===== src/verilog/pbsram_cfg.svh =====
`ifndef PBSRAM_CFG_SVH
`define PBSRAM_CFG_SVH
// Latency, burst length, FIFO depth and burst order constants
`define PBS_LAT_STAGES 2
`define PBS_BURST_LEN 3'h4
`define PBS_FIFO_DEPTH 4
`define PBS_ORDER_LINEAR 1'h0
`define PBS_ORDER_INTERLEAVE 1'h1
`endif


===== src/verilog/pbsram_pkg.sv =====
`default_nettype none
package pbsram_pkg;
    // Operation of one pipeline slot
    typedef enum logic [1:0] {
        PBS_OP_NONE,
        PBS_OP_READ,
        PBS_OP_WRITE
    } pbs_op_type;

    // Command pins as one group
    typedef struct packed {
        logic        clock_hold_n;
        logic        advance_or_load_n;
        logic        rw_n;
        logic        chip_select_a_n;
        logic        chip_select_b_n;
        logic        chip_select_b;
        logic [3:0]  byte_write_strobe_n;
        logic [16:0] addr;
    } pbs_cmd_type;

    // One slot of the two-edge data pipeline
    typedef struct packed {
        pbs_op_type  op;
        logic [16:0] addr;
        logic [3:0]  lanes;
    } pbs_slot_type;
endpackage
`default_nettype wire


===== src/verilog/pbsram_fifo.sv =====
`default_nettype none
// Small valid/ready FIFO holding write words before the array
module pbsram_fifo #(
    parameter int WIDTH = 8,
    parameter int DEPTH = 4
) (
    input  wire logic             mclk,
    input  wire logic             arst_n,
    input  wire logic             in_valid,
    output logic                  in_ready,
    input  wire logic [WIDTH-1:0] in_data,
    output logic                  out_valid,
    input  wire logic             out_ready,
    output logic [WIDTH-1:0]      out_data
);
    localparam int AW = $clog2(DEPTH);

    // Storage array and pointers
    logic [WIDTH-1:0] mem_ff [DEPTH];
    logic [AW-1:0]    wr_ff;
    logic [AW-1:0]    rd_ff;
    logic [AW:0]      cnt_ff;
    logic             push;
    logic             pop;

    // Honest full and empty
    assign in_ready  = (cnt_ff != (AW+1)'(DEPTH));
    assign out_valid = (cnt_ff != '0);
    assign out_data  = mem_ff[rd_ff];
    assign push      = in_valid && in_ready;
    assign pop       = out_valid && out_ready;

    // Pointer and count update
    always_ff @(posedge mclk or negedge arst_n) begin
        if (!arst_n) begin
            wr_ff  <= '0;
            rd_ff  <= '0;
            cnt_ff <= '0;
        end else begin
            if (push) begin
                wr_ff <= (wr_ff == AW'(DEPTH-1)) ? '0 : wr_ff + AW'(1);
            end
            if (pop) begin
                rd_ff <= (rd_ff == AW'(DEPTH-1)) ? '0 : rd_ff + AW'(1);
            end
            cnt_ff <= cnt_ff + (AW+1)'(push) - (AW+1)'(pop);
        end
    end

    // Data storage, no reset needed
    always_ff @(posedge mclk) begin
        if (push) begin
            mem_ff[wr_ff] <= in_data;
        end
    end
endmodule
`default_nettype wire


===== src/verilog/pbsram_dev.sv =====
`include "pbsram_cfg.svh"
`default_nettype none
// What this block does
// - Selected load read, data out two edges later
// - Selected load write, data captured two edges later
// - Advance increments burst address, next transfer
// - Advance ignores selects; direction from load
// - Load with false select starts deselect
// - Deselect finishes pipeline, bus floats two later
// - Advance after deselect or idle does nothing
// - Selected only when all three selects true
// - Clock hold high freezes pipeline and burst state
// - Held edges do not count toward latency
// - Data outputs float from first edge
// - Low strobe writes its byte and parity
// - Any strobe combination writes together
// - Narrow build has only two lanes
// - Order pin high gives interleaved sequence
// - Order pin low gives linear sequence
// - Burst counter wraps after four transfers
// - Any load cycle ends the burst
// - Undriven order pin defaults to interleaved
module pbsram_dev
    import pbsram_pkg::*;
#(
    parameter int ADDR_W = 17,
    parameter int LANES  = 4,
    parameter int WORDS  = 64
) (
    input  wire logic              mclk,
    input  wire logic              arst_n,
    input  wire pbsram_pkg::pbs_cmd_type cmd,
    input  wire logic              burst_order_select_n,
    input  wire logic              burst_order_driven,
    input  wire logic              out_enable_n,
    input  wire logic [LANES*9-1:0] data_in,
    output logic [LANES*9-1:0]     data_out,
    output logic                   data_oe_n,
    output logic                   write_stall
);
    import pbsram_pkg::*;

    localparam int DW = LANES * 9;
    localparam int MW = $clog2(WORDS);

    // Pipeline, burst, output and order state of the block; FIFO and lane arrays kept apart
    typedef struct packed {
        pbs_slot_type [1:0] pipe;
        pbs_op_type         burst_op;
        logic [ADDR_W-1:0]  base;
        logic [1:0]         count;
        logic [DW-1:0]      dout;
        logic               drive;
        logic [2:0]         order_sync;
        logic               order_level; // Order pin once two stages agree
    } pbs_state_type;

    pbs_state_type st_ff;
    pbs_state_type nxt_st;

    // Read port of the lane arrays, with bypass of the FIFO head
    logic [MW-1:0]      rd_addr;
    wire logic [DW-1:0] rd_word;

    // Write path through the FIFO
    logic                        wf_in_ready;
    logic                        wf_out_valid;
    logic [MW+LANES+DW-1:0]      wf_out_data;
    logic [MW+LANES+DW-1:0]      wf_in_data;
    logic                        wf_in_valid;
    logic                        enabled;
    logic                        selected;
    logic                        order_il;

    // Low address bits of a burst step
    function automatic logic [1:0] burst_low(input logic [1:0] start,
                                             input logic [1:0] n,
                                             input logic       il);
        burst_low = il ? (start ^ n) : 2'(start + n);
    endfunction

    // Byte strobes to active lane mask
    function automatic logic [LANES-1:0] lane_mask(input logic [3:0] bw_n);
        lane_mask = ~bw_n[LANES-1:0];
    endfunction

    // Held edges and FIFO back-pressure freeze the pipeline and burst state
    assign enabled  = !cmd.clock_hold_n && wf_in_ready;
    assign selected = !cmd.chip_select_a_n && !cmd.chip_select_b_n
                      && cmd.chip_select_b;
    // Order pin after its synchroniser; undriven means high
    assign order_il = !burst_order_driven ? 1'b1
                    : st_ff.order_level;
    // Array word read for the slot that matures at this edge
    assign rd_addr  = st_ff.pipe[1].addr[MW-1:0];

    // Write captured data enters FIFO when its slot matures
    assign wf_in_valid = enabled && (st_ff.pipe[1].op == PBS_OP_WRITE);
    assign wf_in_data  = {st_ff.pipe[1].addr[MW-1:0],
                          st_ff.pipe[1].lanes[LANES-1:0], data_in};

    // Next-state logic
    always_comb begin
        nxt_st = st_ff;
        nxt_st.order_sync = {st_ff.order_sync[1:0], burst_order_select_n};
        // A change counts only once the second and third stage agree
        if (st_ff.order_sync[2] == st_ff.order_sync[1]) begin
            nxt_st.order_level = st_ff.order_sync[2];
        end
        if (enabled) begin
            // Shift the two-stage pipeline
            nxt_st.pipe[1] = st_ff.pipe[0];
            nxt_st.pipe[0] = '{op: PBS_OP_NONE, addr: '0, lanes: '0};
            if (!cmd.advance_or_load_n) begin
                // Load cycle ends any burst
                nxt_st.count = 2'h0;
                if (selected) begin
                    nxt_st.base     = cmd.addr[ADDR_W-1:0];
                    // Direction fixed here for the whole burst
                    nxt_st.burst_op = cmd.rw_n ? PBS_OP_READ
                                    : PBS_OP_WRITE;
                    nxt_st.pipe[0].op    = nxt_st.burst_op;
                    nxt_st.pipe[0].addr  = cmd.addr[ADDR_W-1:0];
                    // Strobes ride with the command cycle
                    nxt_st.pipe[0].lanes =
                        4'(lane_mask(cmd.byte_write_strobe_n));
                end else begin
                    nxt_st.burst_op = PBS_OP_NONE;
                end
            end else if (st_ff.burst_op != PBS_OP_NONE) begin
                // Advance: selects and direction pins ignored
                nxt_st.count = st_ff.count + 2'h1;
                nxt_st.pipe[0].op    = st_ff.burst_op;
                nxt_st.pipe[0].addr  = {st_ff.base[ADDR_W-1:2],
                    burst_low(st_ff.base[1:0], nxt_st.count, order_il)};
                nxt_st.pipe[0].lanes =
                    4'(lane_mask(cmd.byte_write_strobe_n));
            end
            // Otherwise idle_cycle after deselect: nothing starts
            // Output stage: drive only for a maturing read
            nxt_st.drive = (st_ff.pipe[1].op == PBS_OP_READ);
            if (st_ff.pipe[1].op == PBS_OP_READ) begin
                nxt_st.dout = rd_word;
            end
        end
    end

    // State register
    always_ff @(posedge mclk or negedge arst_n) begin
        if (!arst_n) begin
            st_ff <= '0;
        end else begin
            st_ff <= nxt_st;
        end
    end

    // FIFO drains into the array one word per edge
    pbsram_fifo #(
        .WIDTH (MW + LANES + DW),
        .DEPTH (`PBS_FIFO_DEPTH)
    ) u_wfifo (
        .mclk      (mclk),
        .arst_n    (arst_n),
        .in_valid  (wf_in_valid),
        .in_ready  (wf_in_ready),
        .in_data   (wf_in_data),
        .out_valid (wf_out_valid),
        .out_ready (1'b1),
        .out_data  (wf_out_data)
    );

    // Lane-wise storage; each lane owns its array so one process writes it
    generate
        for (genvar g = 0; g < LANES; g++) begin : g_lane
            logic [8:0] lane_mem_ff [WORDS]; // Byte and parity per word
            logic       hit;                 // FIFO head is newer data
            // A write that left the pipeline one edge ago is still in the
            // FIFO; a read of that word must see it, not the stale array
            assign hit = wf_out_valid && wf_out_data[DW+g]
                         && (wf_out_data[MW+LANES+DW-1:LANES+DW] == rd_addr);
            // Read with bypass
            assign rd_word[g*9+:9] = hit ? wf_out_data[g*9+:9]
                                         : lane_mem_ff[rd_addr];
            // Lane write from the FIFO head
            always_ff @(posedge mclk) begin
                if (wf_out_valid && wf_out_data[DW+g]) begin
                    lane_mem_ff[wf_out_data[MW+LANES+DW-1:LANES+DW]]
                        <= wf_out_data[g*9+:9];
                end
            end
        end
    endgenerate

    // Registered outputs; a hazard of a read right behind a write is
    // avoided by the bypass of the FIFO head in each lane
    always_ff @(posedge mclk or negedge arst_n) begin
        if (!arst_n) begin
            data_out    <= '0;
            data_oe_n   <= 1'b1;
            write_stall <= 1'b0;
        end else begin
            data_out    <= nxt_st.dout;
            data_oe_n   <= !(nxt_st.drive && !out_enable_n);
            write_stall <= !wf_in_ready;
        end
    end
endmodule
`default_nettype wire


===== config.mk =====
export PLATFORM = sky130hd
export DESIGN_NAME = pbsram_dev
export DESIGN_NICKNAME = d
export VERILOG_FILES = /design/src/verilog/pbsram_pkg.sv /design/src/verilog/pbsram_fifo.sv /design/src/verilog/pbsram_dev.sv
export VERILOG_INCLUDE_DIRS = /design/src /design/src/verilog
export SDC_FILE = /design/constraint.sdc
export NUM_CORES = 2
export LEC_CHECK = 0
export ABC_CLOCK_PERIOD_IN_PS = 4000
export BUFFER_PORTS_ARGS = -buffer_cell sky130_fd_sc_hd__buf_2
export CELL_PAD_IN_SITES_DETAIL_PLACEMENT = 1
export CELL_PAD_IN_SITES_GLOBAL_PLACEMENT = 2
export CORE_ASPECT_RATIO = 0.7
export CORE_MARGIN = 4
export CORE_UTILIZATION = 50
export DETAILED_ROUTE_END_ITERATION = 16
export PLACE_DENSITY_LB_ADDON = 0.1
export RECOVER_POWER = 50
export SLEW_MARGIN = 20
export SYNTH_ARGS = -nofsm -noshare
export SYNTH_HDL_FRONTEND = slang
export SYNTH_SLANG_ARGS = --single-unit

===== constraint.sdc =====
create_clock -name mclk -period 4 [get_ports mclk]
set_clock_uncertainty 0.2 [all_clocks]
set_input_delay 0.6 -clock mclk [delete_from_list [all_inputs] [get_ports mclk]]
set_output_delay 0.6 -clock mclk [all_outputs]
set_load 0.02 [all_outputs]

Word level (Yosys, flattened, before mapping)
Memories as Yosys holds them, arrays and structs flattened. A register that Yosys moved wholly into a read port is not among the register bits.
Index checks and enable logic that the tools add are counted.
{"block": "totals", "reg_bits": 59, "latch_bits": 0, "ramBits": 2488, "mem_bits_ro": 0, "inputBits": 68, "output_inout_bits": 38, "word_cells": 86, "mem_count": 5}
{"block": "classes", "add_sub_neg": 6, "mul": 0, "div": 0, "order_cmp": 0, "eq_ne": 7, "n_shift": 0, "n_mux": 22, "bitwise_logic": 3, "reduce_logical": 26}
{"memory": "g_lane[0].lane_mem_ff", "words": 64, "width": 9, "read_ports": 1, "rd_clocked_by_memory_dff": 1, "wr": 1, "line": "pbsram_dev.sv:175", "source": "logic [8:0] lane_mem_ff [WORDS];"}
{"memory": "g_lane[1].lane_mem_ff", "words": 64, "width": 9, "read_ports": 1, "rd_clocked_by_memory_dff": 1, "wr": 1, "line": "pbsram_dev.sv:175"}
{"memory": "g_lane[2].lane_mem_ff", "words": 64, "width": 9, "read_ports": 1, "rd_clocked_by_memory_dff": 1, "wr": 1, "line": "pbsram_dev.sv:175"}
{"memory": "g_lane[3].lane_mem_ff", "words": 64, "width": 9, "read_ports": 1, "rd_clocked_by_memory_dff": 1, "wr": 1, "line": "pbsram_dev.sv:175"}
{"memory": "u_wfifo.mem_ff", "words": 4, "width": 46, "read_ports": 1, "rd_clocked_by_memory_dff": 0, "wr": 1, "line": "pbsram_fifo.sv:19", "source": "logic [WIDTH-1:0] mem_ff [DEPTH];"}
{"op": "2-to-1 mux 23 bit", "count": 3}
{"op": "2-to-1 mux 2 bit", "count": 7}
{"op": "2-to-1 mux 1 bit", "count": 12}
{"op": "logical AND 1 bit", "count": 10}
{"op": "logical NOT 1 bit", "count": 10}
{"op": "adder 2 x 1 -> 2 bit, second input constant", "count": 3}
{"op": "equality test 2 bit, second input constant", "count": 3}
{"op": "AND reduction 2 bit", "count": 3}
{"op": "inverter 4 bit", "count": 1}
{"op": "adder 3 x 1 -> 3 bit", "count": 1}
{"op": "inequality test 3 bit, second input constant", "count": 1}
{"op": "AND reduction 3 bit", "count": 1}
{"op": "nonzero test 3 bit", "count": 1}
{"op": "subtractor 3 x 1 -> 3 bit", "count": 1}
{"op": "adder 2 bit", "count": 1}
{"op": "equality test 2 x 1 -> 1 bit, second input constant", "count": 1}
{"op": "inequality test 2 x 1 -> 1 bit, second input constant", "count": 1}
{"op": "nonzero test 2 bit", "count": 1}
{"op": "bitwise XOR 2 bit", "count": 1}
{"op": "equality test 1 bit", "count": 1}
{"op": "inverter 1 bit", "count": 1}

Depth between registers and ports, before layout
{"block": "depth", "word_depth": 6, "depth_mapped": 12, "mapped_depth_nobuf": 9}

Hierarchy
From an unflattened synthesis, not the netlist that was laid out.
{"block": "unflattened", "cells_unflattened": 4599, "area_unflattened_um2": 99494.2}
{"mod": "pbsram_dev", "n_inst": 1, "cells_each": 4316, "area_per_inst_um2": 92373.6, "seq_area_each_um2": 71114.5}
{"mod": "pbsram_fifo", "n_inst": 1, "cells_each": 283, "area_per_inst_um2": 7120.6, "seq_area_each_um2": 5700.5}

Worst setup path after synthesis
OpenSTA, ideal clock, no wires.
{"block": "synth_timing", "path_type": "input port to flip-flop", "start": "input cmd[26] (netlist name)", "end": "memory u_wfifo.mem_ff[3][0] (netlist name) (enable)", "setup_ns": 0.408, "arrival_time_ns": 2.781, "required_ns": 3.392, "path_slack_ns": 0.611, "stages": 4, "n_path_buf": 1, "cell_sequence": "or2_2 > clkbuf_1 > nor3b_1 > and2_1"}
{"block": "synth_between", "elab_chain_cells": 6}
{"item": "start, declared", "line": "pbsram_dev.sv:32", "source": "input wire pbsram_pkg::pbs_cmd_type cmd,"}
{"item": "logical NOT 1 bit", "line": "pbsram_dev.sv:88", "source": "assign enabled = !cmd.clock_hold_n && wf_in_ready;"}
{"item": "logical AND 1 bit", "line": "pbsram_dev.sv:88"}
{"item": "logical AND 1 bit", "line": "pbsram_dev.sv:98", "source": "assign wf_in_valid = enabled && (st_ff.pipe[1].op == PBS_OP_WRITE);"}
{"item": "logical AND 1 bit", "line": "pbsram_fifo.sv:30", "source": "assign push = in_valid && in_ready;"}
{"item": "via u_wfifo.push", "line": "pbsram_fifo.sv:23", "source": "logic push;"}
{"item": "2-to-1 mux 1 bit", "line": "pbsram_fifo.sv:52", "source": "if (push) begin"}
{"item": "2-to-1 mux 1 bit (implied by the code)", "line": "pbsram_fifo.sv:53", "source": "mem_ff[wr_ff] <= in_data;"}
{"item": "end, declared", "line": "pbsram_fifo.sv:19"}
The timed path passes the listed nets, and every way through them passes these cells.

==> impl_metrics.yaml <==
run_status:
  status: "finished, violations left"
  violations: "capacitance limit, slew limit, setup timing"
power_and_ir_drop:
  switching_share: 0.357
  p_sw_mw: 32.1
  p_per_area_nw_per_um2: 787
  p_seq_frac: 0.398
  clkPwrFrac: 0.250
  intPower_mw: 57.8
  p_comb_frac: 0.352
  vdd_drop_max_mv: 0.405
  total_leakage_power_nw: 36.6
critical_path:
  required_ns: 4.53
  cp-end-kind: "register"
  cp.arrival_ns: 4.57
  path_class: "register to register"
  crit_path_max_fanout: 17
  critical_path.startpoint_type: "register"
floorplan:
  rows: 137
  die_h_um: 382
  start_util: 0.503
  core_area_um2: 199000
  die_x_um: 543
  io_pins: 106
  die_area_um2: 208000
placement:
  placed_area_um2: 106000
  port_buffers: 94
  placedCellCount: 7847
  hpwlAfterDp_um: 202000
  place_congestion: 0.871
yosys:
  synth_edf_count: 2488
  yosysTopAreaCell: "edfxtp_1"
  synth_area_leaders: "edfxtp_1 75%, mux4_2 11%, mux2i_1 3.3%, dfrtp_1 2.1%, nor2_1 1.2%"
  syn_avg_cell_area_um2: 20.3
  ys_warn_count: 0
  synth_ff_type: "edfxtp_1"
  yosysTopAreaCellShare: 0.746
  synthesis.area_um2: 100000
  synth_seq_cells: 2572
  yosysSeqAreaShare: 0.767
  syn_nets: 5022
  async_reset_ff_frac: 0.0327
  yosys.cell_types.count: 69
  synth_cells: 4945
clocking:
  clkLatencyLatePin_ns: 0.91
  cts_tree: "yes"
  cts-root-buf: "clkbuf_16"
  cts.sinks: 2572
  post_cts_resize_count: 0
  clkTransAtPathRegs_ns: 0.06
  h-tree-depth: 4
  cts_buffers: 244
  cts_max_path_buffers: 4
global_routing:
  grt.busiest_layer: "met1"
  grt_pass1_vias: 53900
  grt_pass1_wl_um: 428000
  met1_usage: 0.458
  grt_use_met3: 0.0695
  grt_max_degree: 66
  met2_usage: 0.424
  overflow: 0
  antenna_found_initial: 13
  gr-usage-all-layers: 0.295
timing:
  fmax_mhz: 248
  rsz0062_at_grt: "no"
  slew_headroom: -0.334
  timing.hold.ws_ns: 0.0575
  drv_slew: 247
  finalWorstSetupSlack_ns: -0.0332
  fin_setup_tns_ns: -0.0332
  hold_viol_final: 0
  finalCritPeriodShare: 1.01
  fin_crit_ns: 4.03
  tightest_slew_ns: 2.00
  setup-violations-final: 1
drt:
  ant_nets: 0
  drtPass1Iterations: 7
  drc: 0
  wl_um: 305000
  num_vias: 53500
  drtIter0Drc: 7429
  wl_per_cell_um: 36.5
  via_per_inst: 6.40
cells_and_area:
  multiInputGateArea_um2: 21600
  final_cell_mix: "2488 x edfxtp_1, 496 x mux4_2, 368 x buf_4, 326 x mux2i_1, 304 x nor2_1"
  fin_area_um2: 114000
  area_delta_synth_final_pct: 14.1
  final_common_cell: "edfxtp_1"
  fin_util: 0.574
  fin_cells: 8351
  nets: 5586
  regArea_um2: 76800
  fillCellCount: 17100
  drive_gt1_frac: 0.244
flow_run:
  max_cap_violations: 6
min_path:
  hp-class: "input port to register"
## metal layers
layer / up-vias / wire length (um)
li1: 21400 / -
met1: 28800 / 131000
met2: 2785 / 133000
met3: 423 / 32000
met4: 6 / 8370
met5: - / 42
## power by group through the flow
stage / Combinational (mW) / Sequential, mW / Clock [mW]
after floorplan: 17.2 / 35.7 / 0
after global placement: 31.0 / 36.2 / 0
after detailed placement: 31.5 / 36.3 / 0
after CTS: 31.7 / 35.8 / 22.8
after global routing: 32.9 / 35.9 / 24.0
final: 31.6 / 35.8 / 22.5
## stage by stage
stage                     total power [mW]  worst slack [ns]
after CTS                             90.2            0.0986
after detailed placement              67.8             0.123
after floorplan                       52.9             0.611
after global placement                67.2             0.161
after global routing                  92.8            0.0567
final                                 89.9           -0.0332
## cells in the mapped netlist (14+ instances only)
cell type,instances
nand2_1,157
a21oi_1,52
clkbuf_1,101
mux2i_1,326
nor2b_1,24
edfxtp_1,2488
a211oi_1,21
buf_2,65
o22ai_1,70
mux2_2,58
a22oi_1,127
mux4_2,496
nand3_1,56
dfrtp_1,83
buf_1,18
and2_1,18
buf_4,105
nor3_1,39
buf_6,22
nor4_1,18
nor2_1,316
o21ai_0,67
o221ai_1,14
## worst max-delay path: stages (launching register included)
cell and delay, ns:
dfrtp_2 0.46, clkbuf_1 0.81, nor2b_1 0.46, nand2_1 0.44, o22ai_1 0.21, or3_1 0.42, a211oi_1 0.70, o21ai_1 0.16
## cell families after synthesis
| kind of cell | share of synthesized area |
|---|---|
| simple gates | 0.0311 |
| xor+xnor | 0.000962 |
| mux | 0.151 |
| buf+inv | 0.0186 |
| flops | 0.767 |
| compound gates | 0.0306 |
| fa+ha+maj | 0.00130 |
## final timing paths
kind	from	endpoint	slack, ns	depth (start not counted)
worst max register to register	rd_addr[5]$_DFFE_PN0N_	data_out[25]$_DFFE_PN0P_	-0.03	7
worst min register to register	nxt_st[2]$_DFF_PN0_	nxt_st[3]$_DFF_PN0_	0.17	0
min in group asynchronous	arst_n	st_ff[107]$_DFFE_PN0N_	0.48	2
worst min-delay path	burst_order_driven	st_ff[67]$_DFFE_PN0N_	0.06	5
max in group asynchronous	arst_n	u_wfifo.rd_ff[0]$_DFFE_PN0N_	1.19	3
worst max-delay path	rd_addr[5]$_DFFE_PN0N_	data_out[25]$_DFFE_PN0P_	-0.03	7
## timing repair
action / in CTS / in global routing
setup buffers: 0 / 0
endpoints found under the hold margin: 218 / 0
hold buffers: 57 / 0
## state kept, by name (all words and copies together), names as in the netlist, 2 cells and up
| register | count |
|---|---|
| u_wfifo.wr_ff | 2 |
| st_ff | 31 |
| nxt_st | 2 |
| u_wfifo.rd_ff | 2 |
| rd_addr | 6 |
| u_wfifo.cnt_ff | 3 |
| u_wfifo.mem_ff | 184 |
| data_out | 36 |
| g_lane.lane_mem_ff | 2304 |
## cell type report
| class | count | share of cell area |
|---|---|---|
| Inverter | 14 | 0.000482 |
| Multi-Input combinational cell | 2048 | 0.189 |
| Clock buffer | 333 | 0.0584 |
| Antenna cell | 8 | 0.000175 |
| Sequential cell | 2572 | 0.672 |
| Tap cell | 2641 | 0.0289 |
| Timing Repair Buffer | 629 | 0.0430 |
| Clock inverter | 106 | 0.00786 |
Power figures use the tool's default switching activity.
